## config.mk

```make
export PLATFORM = sky130hd
export DESIGN_NAME = dram_host
export DESIGN_NICKNAME = d
export VERILOG_FILES = /design/src/dram_pkg.sv /design/src/dram_timer_if.sv /design/src/dram_host.sv /design/src/dram_timer.sv
export SDC_FILE = /design/constraint.sdc
export NUM_CORES = 1
export LEC_CHECK = 0
export ABC_AREA = 1
export BUFFER_PORTS_ARGS = -buffer_cell sky130_fd_sc_hd__buf_2
export CAP_MARGIN = 20
export CORE_AREA = 2 2 145 133
export DETAILED_ROUTE_END_ITERATION = 8
export DIE_AREA = 0 0 147 135
export PLACE_DENSITY_LB_ADDON = 0.08
export SYNTH_ARGS = -nofsm -noshare
export SYNTH_HDL_FRONTEND = slang
export SYNTH_HIERARCHICAL = 1
export SYNTH_SLANG_ARGS = --single-unit
```

## constraint.sdc

```tcl
create_clock -name clk -period 6.1 [get_ports clk]
set_input_delay 0.305 -clock clk [delete_from_list [all_inputs] [get_ports clk]]
set_output_delay 0.305 -clock clk [all_outputs]
set_load 0.05 [all_outputs]
```

## src/dram_pkg.sv

```systemverilog
package dram_pkg;
  // Clock period in picoseconds (20 MHz).
  localparam int unsigned CLK_PS = 50000;
  // Timing figures in ns, slower grade, so both grades are met.
  localparam int unsigned CYCLE_TIME_NS = 220;
  localparam int unsigned ROW_PRECHARGE_NS = 90;
  localparam int unsigned ROW_LOW_MIN_NS = 120;
  localparam int unsigned COL_LOW_MIN_NS = 30;
  localparam int unsigned COLUMN_PRECHARGE_NS = 20;
  localparam int unsigned ROW_TO_COLUMN_MIN_NS = 25;
  localparam int unsigned ROW_ACCESS_NS = 120;
  localparam int unsigned COLUMN_ACCESS_NS = 30;
  localparam int unsigned COLADDR_LEAD_NS = 60;
  localparam int unsigned POWERUP_US = 200;
  localparam int unsigned REFRESH_MS = 8;
  localparam int unsigned REFRESH_ROWS = 512;
  localparam int unsigned WAKE_CYCLES = 8;
  // Derived cycle counts; least times round up.
  localparam int unsigned ROW_PRE_CYC = (ROW_PRECHARGE_NS * 1000 + CLK_PS - 1) / CLK_PS;
  localparam int unsigned RCD_CYC = (ROW_TO_COLUMN_MIN_NS * 1000 + CLK_PS - 1) / CLK_PS;
  // Read data pass three input flops before they are taken.
  localparam int unsigned SYNC_STAGES = 3;
  localparam int unsigned COL_LOW_CYC =
    (ROW_ACCESS_NS * 1000 + CLK_PS - 1) / CLK_PS + SYNC_STAGES - RCD_CYC;
  localparam int unsigned ROW_LOW_CYC = (ROW_LOW_MIN_NS * 1000 + CLK_PS - 1) / CLK_PS;
  localparam int unsigned POWERUP_CYC = POWERUP_US * 1000000 / CLK_PS;
  // Longest time between refreshes rounds down; worked in ns so it fits 32 bits.
  localparam int unsigned REFRESH_GAP_CYC =
    REFRESH_MS * 1000000 / (CLK_PS / 1000) / REFRESH_ROWS;
  // Widths.
  localparam int unsigned ADDR_W = 20;
  localparam int unsigned HALF_W = 10;
  localparam int unsigned DATA_W = 8;
  localparam int unsigned CNT_W = 16;
endpackage

```

## src/dram_timer_if.sv

```systemverilog
`timescale 1ns/1ps
interface dram_timer_if;
  import dram_pkg::*;
  logic load;
  logic [CNT_W-1:0] count;
  logic done;
  modport owner (output load, output count, input done);
  modport timer (input load, input count, output done);
endinterface
```

## src/dram_host.sv

```systemverilog
`timescale 1ns/1ps
// How it works
// - Refresh all 512 rows every 8 ms.
// - After power-up wait 200 us then issue eight row cycles.
// - Successive random cycles start at least 220 ns apart.
// - Row strobe stays high at least 90 ns between cycles.
// - Row strobe low at least 120 ns, at most 10 us.
// - Column strobe low 30 ns to 10 us.
// - Column strobe high at least 20 ns outside page access.
// - Column strobe falls 25 to 90 ns after row strobe.
// - Column address appears 20 to 60 ns after row strobe.
// - Column address valid 60 ns before row strobe rises.
// - Write select stays high until column or row strobe rises.
// - Write select low before column strobe makes an early write.
module dram_host (
  // Clock and reset.
  input wire logic clk,
  input wire logic rst,
  // User request port.
  input wire logic req_valid,
  output logic req_ready,
  input wire logic req_write,
  input wire logic [dram_pkg::ADDR_W-1:0] req_addr,
  input wire logic [dram_pkg::DATA_W-1:0] req_wdata,
  output logic rd_valid,
  output logic [dram_pkg::DATA_W-1:0] rd_data,
  output logic init_done,
  // Memory pins, strobes active low.
  output logic row_strobe_n,
  output logic col_strobe_n,
  output logic write_sel_n,
  output logic [dram_pkg::HALF_W-1:0] multiplexed_addr,
  input wire logic [dram_pkg::DATA_W-1:0] dq_in,
  output logic [dram_pkg::DATA_W-1:0] dq_out,
  output logic dq_oe
);
  import dram_pkg::*;

  typedef enum logic [2:0] {
    ST_POWERUP, ST_IDLE, ST_ROW, ST_COL, ST_PRE, ST_CBR_COL, ST_CBR_ROW
  } phase_t;

  typedef struct packed {
    phase_t phase;
    logic ras_n;
    logic cas_n;
    logic we_n;
    logic [HALF_W-1:0] addr;
    logic [DATA_W-1:0] dout;
    logic oe;
    logic is_write;
    logic [HALF_W-1:0] col;
    logic [DATA_W-1:0] rdata;
    logic rvalid;
    logic [3:0] wake;
    logic inited;
    logic refresh_due;
    logic [CNT_W-1:0] ref_cnt;
    logic [DATA_W-1:0] q1;
    logic [DATA_W-1:0] q2;
    logic [DATA_W-1:0] q3;
    logic arm;
  } host_state_t;

  host_state_t s_r;
  host_state_t s_nxt;
  dram_timer_if tif ();

  dram_timer u_timer (
    .clk(clk),
    .rst(rst),
    .tif(tif.timer)
  );

  // Wait lengths in timer units; the power-up pause is by far the longest.
  localparam logic [CNT_W-1:0] PWR_LOAD = CNT_W'(POWERUP_CYC);
  localparam logic [CNT_W-1:0] ROW_PRE_LOAD = CNT_W'(ROW_PRE_CYC);
  localparam logic [CNT_W-1:0] RCD_LOAD = CNT_W'(RCD_CYC);
  localparam logic [CNT_W-1:0] COL_LOAD = CNT_W'(COL_LOW_CYC);
  localparam logic [CNT_W-1:0] ROW_LOAD = CNT_W'(ROW_LOW_CYC);
  localparam logic [CNT_W-1:0] REF_LOAD = CNT_W'(REFRESH_GAP_CYC);

  // Sequencer for access, refresh and initialisation cycles.
  always_comb begin
    s_nxt = s_r;
    tif.load = 1'b0;
    tif.count = '0;
    s_nxt.rvalid = 1'b0;
    // Read data pins pass three flops; the value in stage three is taken as read data.
    s_nxt.q1 = dq_in;
    s_nxt.q2 = s_r.q1;
    s_nxt.q3 = s_r.q2;
    // Distributed refresh: one row per interval keeps all rows fresh.
    if (s_r.ref_cnt == '0) begin
      // Reload one short so that the period is exactly the refresh gap.
      s_nxt.ref_cnt = REF_LOAD - CNT_W'(1);
      s_nxt.refresh_due = 1'b1;
    end else begin
      s_nxt.ref_cnt = s_r.ref_cnt - CNT_W'(1);
    end
    // The power-up pause is loaded once, in the first cycle after reset.
    if (s_r.arm) begin
      s_nxt.arm = 1'b0;
      tif.load = 1'b1;
      tif.count = PWR_LOAD;
    end
    unique case (s_r.phase)
      ST_POWERUP: begin
        if (tif.done && !s_r.arm) begin
          s_nxt.phase = ST_PRE;
          tif.load = 1'b1;
          tif.count = ROW_PRE_LOAD;
        end
      end
      ST_IDLE: begin
        if (s_r.refresh_due || !s_r.inited) begin
          // Column strobe first; the memory supplies the row itself.
          // A new refresh demand raised in this same cycle wins over the clear.
          s_nxt.refresh_due = (s_r.ref_cnt == '0);
          s_nxt.cas_n = 1'b0;
          s_nxt.phase = ST_CBR_COL;
        end else if (req_valid) begin
          s_nxt.addr = req_addr[ADDR_W-1:HALF_W];
          s_nxt.col = req_addr[HALF_W-1:0];
          s_nxt.is_write = req_write;
          s_nxt.we_n = !req_write;
          s_nxt.dout = req_wdata;
          s_nxt.oe = req_write;
          s_nxt.phase = ST_ROW;
        end
      end
      ST_ROW: begin
        // Row strobe goes low one cycle after the row half settles.
        if (s_r.ras_n) begin
          s_nxt.ras_n = 1'b0;
          tif.load = 1'b1;
          tif.count = RCD_LOAD;
        end else if (tif.done) begin
          // Column address and strobe follow within the allowed window.
          s_nxt.addr = s_r.col;
          s_nxt.cas_n = 1'b0;
          s_nxt.phase = ST_COL;
          tif.load = 1'b1;
          tif.count = COL_LOAD;
        end
      end
      ST_COL: begin
        if (tif.done) begin
          // Sample only settled data; all strobes rise together.
          s_nxt.rdata = s_r.q3;
          s_nxt.rvalid = !s_r.is_write;
          s_nxt.ras_n = 1'b1;
          s_nxt.cas_n = 1'b1;
          s_nxt.phase = ST_PRE;
          tif.load = 1'b1;
          tif.count = ROW_PRE_LOAD;
        end
      end
      ST_PRE: begin
        // Write select and data released after the strobes rise.
        s_nxt.we_n = 1'b1;
        s_nxt.oe = 1'b0;
        if (tif.done) begin
          s_nxt.phase = ST_IDLE;
        end
      end
      ST_CBR_COL: begin
        s_nxt.ras_n = 1'b0;
        s_nxt.phase = ST_CBR_ROW;
        tif.load = 1'b1;
        tif.count = ROW_LOAD;
      end
      ST_CBR_ROW: begin
        if (tif.done) begin
          s_nxt.ras_n = 1'b1;
          s_nxt.cas_n = 1'b1;
          if (!s_r.inited) begin
            s_nxt.wake = s_r.wake + 4'h1;
            s_nxt.inited = (s_r.wake == 4'(WAKE_CYCLES - 1));
          end
          s_nxt.phase = ST_PRE;
          tif.load = 1'b1;
          tif.count = ROW_PRE_LOAD;
        end
      end
    endcase
  end

  always_ff @(posedge clk or posedge rst) begin
    if (rst) begin
      s_r <= '{phase: ST_POWERUP, ras_n: 1'b1, cas_n: 1'b1, we_n: 1'b1, arm: 1'b1,
        default: '0};
    end else begin
      s_r <= s_nxt;
    end
  end

  // Outputs come straight from the state register; ready is combinational.
  assign req_ready = (s_r.phase == ST_IDLE) && s_r.inited && !s_r.refresh_due && !s_r.arm;
  assign rd_valid = s_r.rvalid;
  assign rd_data = s_r.rdata;
  assign init_done = s_r.inited;
  assign row_strobe_n = s_r.ras_n;
  assign col_strobe_n = s_r.cas_n;
  assign write_sel_n = s_r.we_n;
  assign multiplexed_addr = s_r.addr;
  assign dq_out = s_r.dout;
  assign dq_oe = s_r.oe;

  // Row strobe must stay low for the minimum pulse once it falls.
  logic [7:0] low_cnt_r;
  always_ff @(posedge clk or posedge rst) begin
    if (rst) begin
      low_cnt_r <= '0;
    end else if (!row_strobe_n) begin
      low_cnt_r <= low_cnt_r + 8'h01;
    end else begin
      low_cnt_r <= '0;
    end
  end

  chk_row_low_min: assert property (@(posedge clk) disable iff (rst)
    $rose(row_strobe_n) |-> $past(low_cnt_r) >= 8'(ROW_LOW_CYC - 1))
    else $error("row strobe low pulse too short");

  chk_row_high_min: assert property (@(posedge clk) disable iff (rst)
    $rose(row_strobe_n) |=> row_strobe_n [*2])
    else $error("row strobe precharge too short");

  chk_col_after_row: assert property (@(posedge clk) disable iff (rst)
    $fell(row_strobe_n) && col_strobe_n |=> $fell(col_strobe_n))
    else $error("column strobe not one cycle after row strobe");

  chk_write_hold: assert property (@(posedge clk) disable iff (rst)
    !col_strobe_n && write_sel_n |=> write_sel_n || col_strobe_n)
    else $error("write select dropped during read");

  chk_early_write: assert property (@(posedge clk) disable iff (rst)
    $fell(col_strobe_n) && !row_strobe_n && dq_oe |-> !write_sel_n)
    else $error("write data driven without early write");

  chk_col_low_min: assert property (@(posedge clk) disable iff (rst)
    $fell(col_strobe_n) |-> !col_strobe_n [*2])
    else $error("column strobe pulse too short");

  chk_refresh_order: assert property (@(posedge clk) disable iff (rst)
    $fell(row_strobe_n) && !$past(col_strobe_n) |-> s_r.phase == ST_CBR_ROW)
    else $error("refresh ordering broken");

  chk_no_access_early: assert property (@(posedge clk) disable iff (rst)
    !init_done |-> !dq_oe)
    else $error("access before initialisation");

endmodule

```

## src/dram_timer.sv

```systemverilog
`timescale 1ns/1ps
// Down counter that flags when a loaded wait has elapsed.
module dram_timer (
  // Clock and reset.
  input wire logic clk,
  input wire logic rst,
  // Control.
  dram_timer_if.timer tif
);
  import dram_pkg::*;
  typedef struct packed {
    logic [CNT_W-1:0] left;
  } timer_state_t;
  timer_state_t s_r;
  timer_state_t s_nxt;

  // Reload on request, otherwise count down to zero.
  always_comb begin
    s_nxt = s_r;
    if (tif.load) begin
      s_nxt.left = tif.count;
    end else if (s_r.left != '0) begin
      s_nxt.left = s_r.left - CNT_W'(1);
    end
  end

  always_ff @(posedge clk or posedge rst) begin
    if (rst) begin
      s_r <= '0;
    end else begin
      s_r <= s_nxt;
    end
  end

  // Done in the last cycle of a wait, so the owner acts on that edge; no path back to load.
  assign tif.done = (s_r.left <= CNT_W'(1));
endmodule

```

**Word level (Yosys, flattened, before mapping)**

Index checks and enable logic that the tools add are counted.

- Register bits after elaboration: 108
- Input bits: 40
- Output and inout port bits: 33
- Word-level logic and storage cells: 111

- Mux-type cells: 40
- Equal/unequal tests: 16
- Magnitude comparators: 1
- Add/subtract/negate cells: 3
- Bitwise operators: 2
- Reduce and logical (&&, ||, !) cells: 29

Operator list:

| kind | number |
|---|---|
| 2-to-1 mux 16 bit | 7 |
| case mux 16 bit (4 select lines) | 1 |
| 2-to-1 mux 31 bit | 2 |
| subtractor 16 x 1 -> 16 bit (second input constant) | 2 |
| 2-to-1 mux 10 bit | 2 |
| case mux 10 bit (2 select lines) | 1 |
| 2-to-1 mux 3 bit | 6 |
| case mux 3 bit (6 select lines) | 1 |
| less-or-equal comparator 16 x 1 -> 1 bit (second input constant) | 1 |
| zero test 16 bit | 1 |
| nonzero test 16 bit | 1 |
| != test 2 bit (second input constant) | 7 |
| 2-to-1 mux 1 bit | 13 |
| 2-to-1 mux 12 bit | 1 |
| AND reduction 5 bit | 2 |
| equality test 3 bit (second input constant) | 3 |
| AND reduction 3 bit | 3 |
| nonzero test 2 bit | 4 |
| equality test 3 x 2 -> 1 bit (second input constant) | 2 |
| case mux 1 bit (2 select lines) | 3 |
| AND reduction 2 bit | 3 |
| AND reduction 6 bit | 1 |
| zero test 1 bit | 5 |
| 2-to-1 mux 5 bit | 1 |
| 13 further kinds | 18 |

**Logic depth before layout (Yosys ltp)**

- Depth in word-level cells: 5
- Depth in mapped cells: 17

**Hierarchy**

The synthesis kept the hierarchy.

Modules (own cells, without submodules):

| module | cells an instance | area an instance (sq um) | instances |
|---|---|---|---|
| dram_host | 484 | 4125.2 | 1 |
| dram_timer | 196 | 1271.2 | 1 |

**Worst setup path before layout**

No wires, ideal clock.

- Path type: register -> register
- Start: reg u_timer/s_r[0] (netlist bit)
- End: reg u_timer/s_r[11] (netlist bit)
- Path buffers: 2
- Period minus slack after synthesis: 2.509 ns
- Data arrival time: 2.396 ns
- Cell stages (with the launch flop): 17
- Path slack: 3.591 ns
- Library setup time: 0.113 ns
- Path through: dfrtp_1 inv_2 ha_1 nand3_4 a211oi_1 clkbuf_1 inv_1 nand2_1 a21oi_1 o21ai_1 inv_2 buf_2 or2_1 nand2_1 inv_1 nand2_1 inv_1

- Cells in the longest elaborated chain, start to end: 5
- Elaborated cells between the ends (all ways): 16
- Classes of those cells: add/sub: 1; order compare: 1; mux: 11; reduce/logical: 3

RTL lines:

| element | RTL line | source |
|---|---|---|
| from (decl) | dram_timer.sv:14 | `timer_state_t s_r;` |
| from (signal assigned) | dram_timer.sv:31 | `s_r <= s_nxt;` |
| less-or-equal comparator 16 x 1 -> 1 bit (*) | dram_timer.sv:36 | `assign tif.done = (s_r.left <= CNT_W'(1));` |
| named net tif.done | dram_timer_if.sv:6 | `logic done;` |
| 2-to-1 mux 1 bit or logical AND 1 bit (tied branches) | -- |  |
| 2-to-1 mux 1 bit, on equally long branches | dram_host.sv:134, dram_host.sv:109 |  |
| case mux 1 bit (4 select lines) (*) | dram_host.sv:107 | `unique case (s_r.phase)` |
| named net tif.load | dram_timer_if.sv:4 | `logic load;` |
| 2-to-1 mux 16 bit or nonzero test 2 bit (tied branches) | -- |  |

The timed path passes the listed nets; every way through them passes the cells marked *. The select of a mux whose other input is x is not followed.
A chain may end at the register's enable or synchronous reset.

**Final worst setup path**

- Start: reg u_timer/s_r[0] (netlist bit)
- End: reg u_timer/s_r[15] (netlist bit)

Same word-level chain as after synthesis.

==> run metrics <==
total number of vias=4203; Yosys reg bits=about 110; Final period util=a little under half; synthesis-to-finish area growth=14.0%; CTS tree=yes; CTS Buf Count=9; # rows=47; main flop type after synthesis=dfrtp_1; overall power=between 1500 and 2000 uW; antenna cells=0; htree depth=3; vias in the first global route=4160; Post-synth ARST share=100%; Routed Antenna Nets=0; # fillers=1970; post-synthesis sequential area ratio=about half; clock latency on the worst-skew pair=roughly 0.35 ns; Crit-path slowest cell=dfrtp_1; gr usage total=12.8%; Slew Limit Headroom=41.2%; Setup WS pre-CTS=3.34 ns; CTS resizes=0; DRT iter0 DRCs=208; Reg2Reg Depth=16; WHS=0.0584 ns; Critical Path Max Stage Delay=0.43 ns; critical path endpoint category=register; cell family with most CP delay=buffers and inverters; setup ws final=3.34 ns; count of pins over their slew limit=0; status=completed; Syn. warnings=6; WL per Instance=12.2 microns; unrepaired setup endpoints after global routing=false; drt total wl=12000 microns; FF-to-FF Start=u_timer/s_r[0]$_DFFE_PP0P_; die width=147 microns; num ports=73; Avg Cell Area, Syn=7.94 sq um; Sinks on Clock Net=~110; Achievable Freq=roughly 0.36 GHz; initial antenna violation count=1; Mapped Area=5400 sq um; critical path arrival=3.01 ns; CP Cell Sequence=inv_2 > ha_1 > nand3_4 > a211oi_2 > buf_4 > inv_1 > nand2_1 > a21oi_1 > o21ai_1 > buf_4 > inv_2 > or2_2 > nand2_1 > inv_1 > nand2_1 > inv_1; largest net degree at the start of global routing=70; Clock transition at path regs=roughly 0.070 ns; Clock Skew=0.0120 ns; remaining global-route overflow=0; hold_sp=dq_in[0]; max cap viols=0; Post-Syn Instances=between 600 and 700; Power Density=between 300 and 400 nW/um^2; Unique masters post-synth=39; setup slack, reg-to-reg=3.34 ns; Post-synth EDFFs=0; Hold Path Cell Cnt=1; hold endpoint=s_nxt[9]$_DFF_PP0_; CP startpoint kind=register; final setup vio count=0; Via density=4.28; r2r endpoint=u_timer/s_r[15]$_DFFE_PP0P_; most common cell after layout, fill and taps aside=nand2_1; drt pass-1 iters=5; Initial Util=29.6%; first-pass GRT wire length=20500 microns; share of cells above drive strength 1=18.0%; core footprint=18200 sq um; DIE AREA=19800 sq um; Final nets=777; routability cong.=around 0.82; Pleak=0.00339 uW; drt drc=0; deepest clock path buffer count=2; worst hold path class=in -> reg; Die H=135 microns; Buf+Inv Stages, Crit Path=7; CTS Root Cell=clkbuf_16; CP Class=reg -> reg; fin crit period=2.76 ns; worst slew pin tran=0.883 ns; maximum net fanout on the critical path=21; # port buffers=72; highest-count cells in the layout ignoring fill and taps=nand2_1, dfrtp_1, buf_2, nand3_1, nor2_1; Required @ worst endpoint=6.35 ns; final hold vios=0; detailed placement HPWL=between 8000 and 9000 microns; TNS Setup=0 ns; Peak VDD IR=152 uV
==> metal layers <==
layer / wire length (microns) / track usage [%]
met4: 103 / 3.04
met2: 5460 / 20.6
met5: 13 / 0
met3: 550 / 4.32
met1: 5830 / 16.8
==> layout make-up <==
cell class	instances	area (sq um)	share of cell area [%]
Inverter	71	269	4.37
Multi-Input combinational cell	467	2160	35.1
Sequential cell	108	2710	44.0
Tap cell	245	307	4.98
Clock inverter	5	85.1	1.38
Clock buffer	11	233	3.78
Timing Repair Buffer	76	393	6.39
==> per-stage QoR <==
stage | instances | area, sq um | utilization (%)
after floorplan | 687 | 5420 | -
after global placement | 966 | 5820 | 31.9
after detailed placement | 966 | 5820 | 31.9
after CTS | 983 | 6150 | 33.7
after global routing | 983 | 6150 | 33.7
final | 983 | 6150 | 33.7
==> where the power goes <==
part / switching [uW] / total [uW] / internal [uW] / leakage, uW
Sequential: 74.5 / 850 / 776 / 0.00138
Clock: 269 / 632 / 363 / 0.000150
Combinational: 316 / 471 / 155 / 0.00186
Total: 660 / 1950 / 1290 / 0.00339
==> cell families (layout without fill, tap and decap cells) <==
kind of cell | count (synthesis) | count (layout) | share of synthesized area, %
AND/OR/NAND/NOR | 418 | 418 | 34.1
buffers and inverters | 112 | 163 | 10.4
flip-flops | 108 | 108 | 50.2
other | 1 | 8 | 0.0695
AO/OA/AOI/OAI | 30 | 30 | 3.13
XOR/XNOR | 7 | 7 | 1.14
adder cells (fa/ha/maj) | 4 | 4 | 0.927
==> cells in the mapped netlist (all sizes together) (6+ instances only) <==
cell type / instances / share of area, %
a21oi: 10 / 0.93
or2: 7 / 0.81
buf: 37 / 5.2
inv: 69 / 4.8
o21ai: 17 / 1.8
dfrtp: 104 / 48
nand4: 6 / 0.81
nand2: 246 / 17
nand3: 76 / 7.9
nor2: 77 / 6.5
==> worst register-to-register path: stages (launching register included) <==
cell and delay, ns:
dfrtp_1 0.43, inv_2 0.12, ha_1 0.24, nand3_4 0.15, a211oi_2 0.20, buf_4 0.25
inv_1 0.10, nand2_1 0.07, a21oi_1 0.04, o21ai_1 0.12, buf_4 0.22, inv_2 0.20
or2_2 0.33, nand2_1 0.06, inv_1 0.04, nand2_1 0.05, inv_1 0.03
==> worst max path at each step <==
stage / startpoint / endpoint / slack, ns / cells past startpoint
6_report: u_timer/s_r[0]$_DFFE_PP0P_ / u_timer/s_r[15]$_DFFE_PP0P_ / 3.34 / 16
5_1_grt: u_timer/s_r[0]$_DFFE_PP0P_ / u_timer/s_r[6]$_DFFE_PP0P_ / 3.07 / 13
4_1_cts: u_timer/s_r[0]$_DFFE_PP0P_ / u_timer/s_r[15]$_DFFE_PP0P_ / 3.33 / 16
3_5_place_dp: u_timer/s_r[0]$_DFFE_PP0P_ / u_timer/s_r[15]$_DFFE_PP0P_ / 3.34 / 16
3_3_place_gp: u_timer/s_r[0]$_DFFE_PP0P_ / u_timer/s_r[15]$_DFFE_PP0P_ / 3.38 / 16
2_1_floorplan: rst / dq_oe$_DFFE_PP0P_ / 3.41 / 1
==> state kept, by name, indices dropped and copies added, names as in the netlist <==
| register | flops |
|---|---|
| init_done | 1 |
| rd_valid | 1 |
| write_sel_n | 1 |
| rd_data | 8 |
| s_r | 44 |
| u_timer/s_r | 16 |
| dq_out | 8 |
| dq_oe | 1 |
| col_strobe_n | 1 |
| row_strobe_n | 1 |
| s_nxt | 16 |
| multiplexed_addr | 10 |
==> repair_timing <==
action,in CTS,in global routing
buffers inserted,0,0
hold buffers,1,0
hold endpoints to repair,23,0
Power figures use the tool's default switching activity.
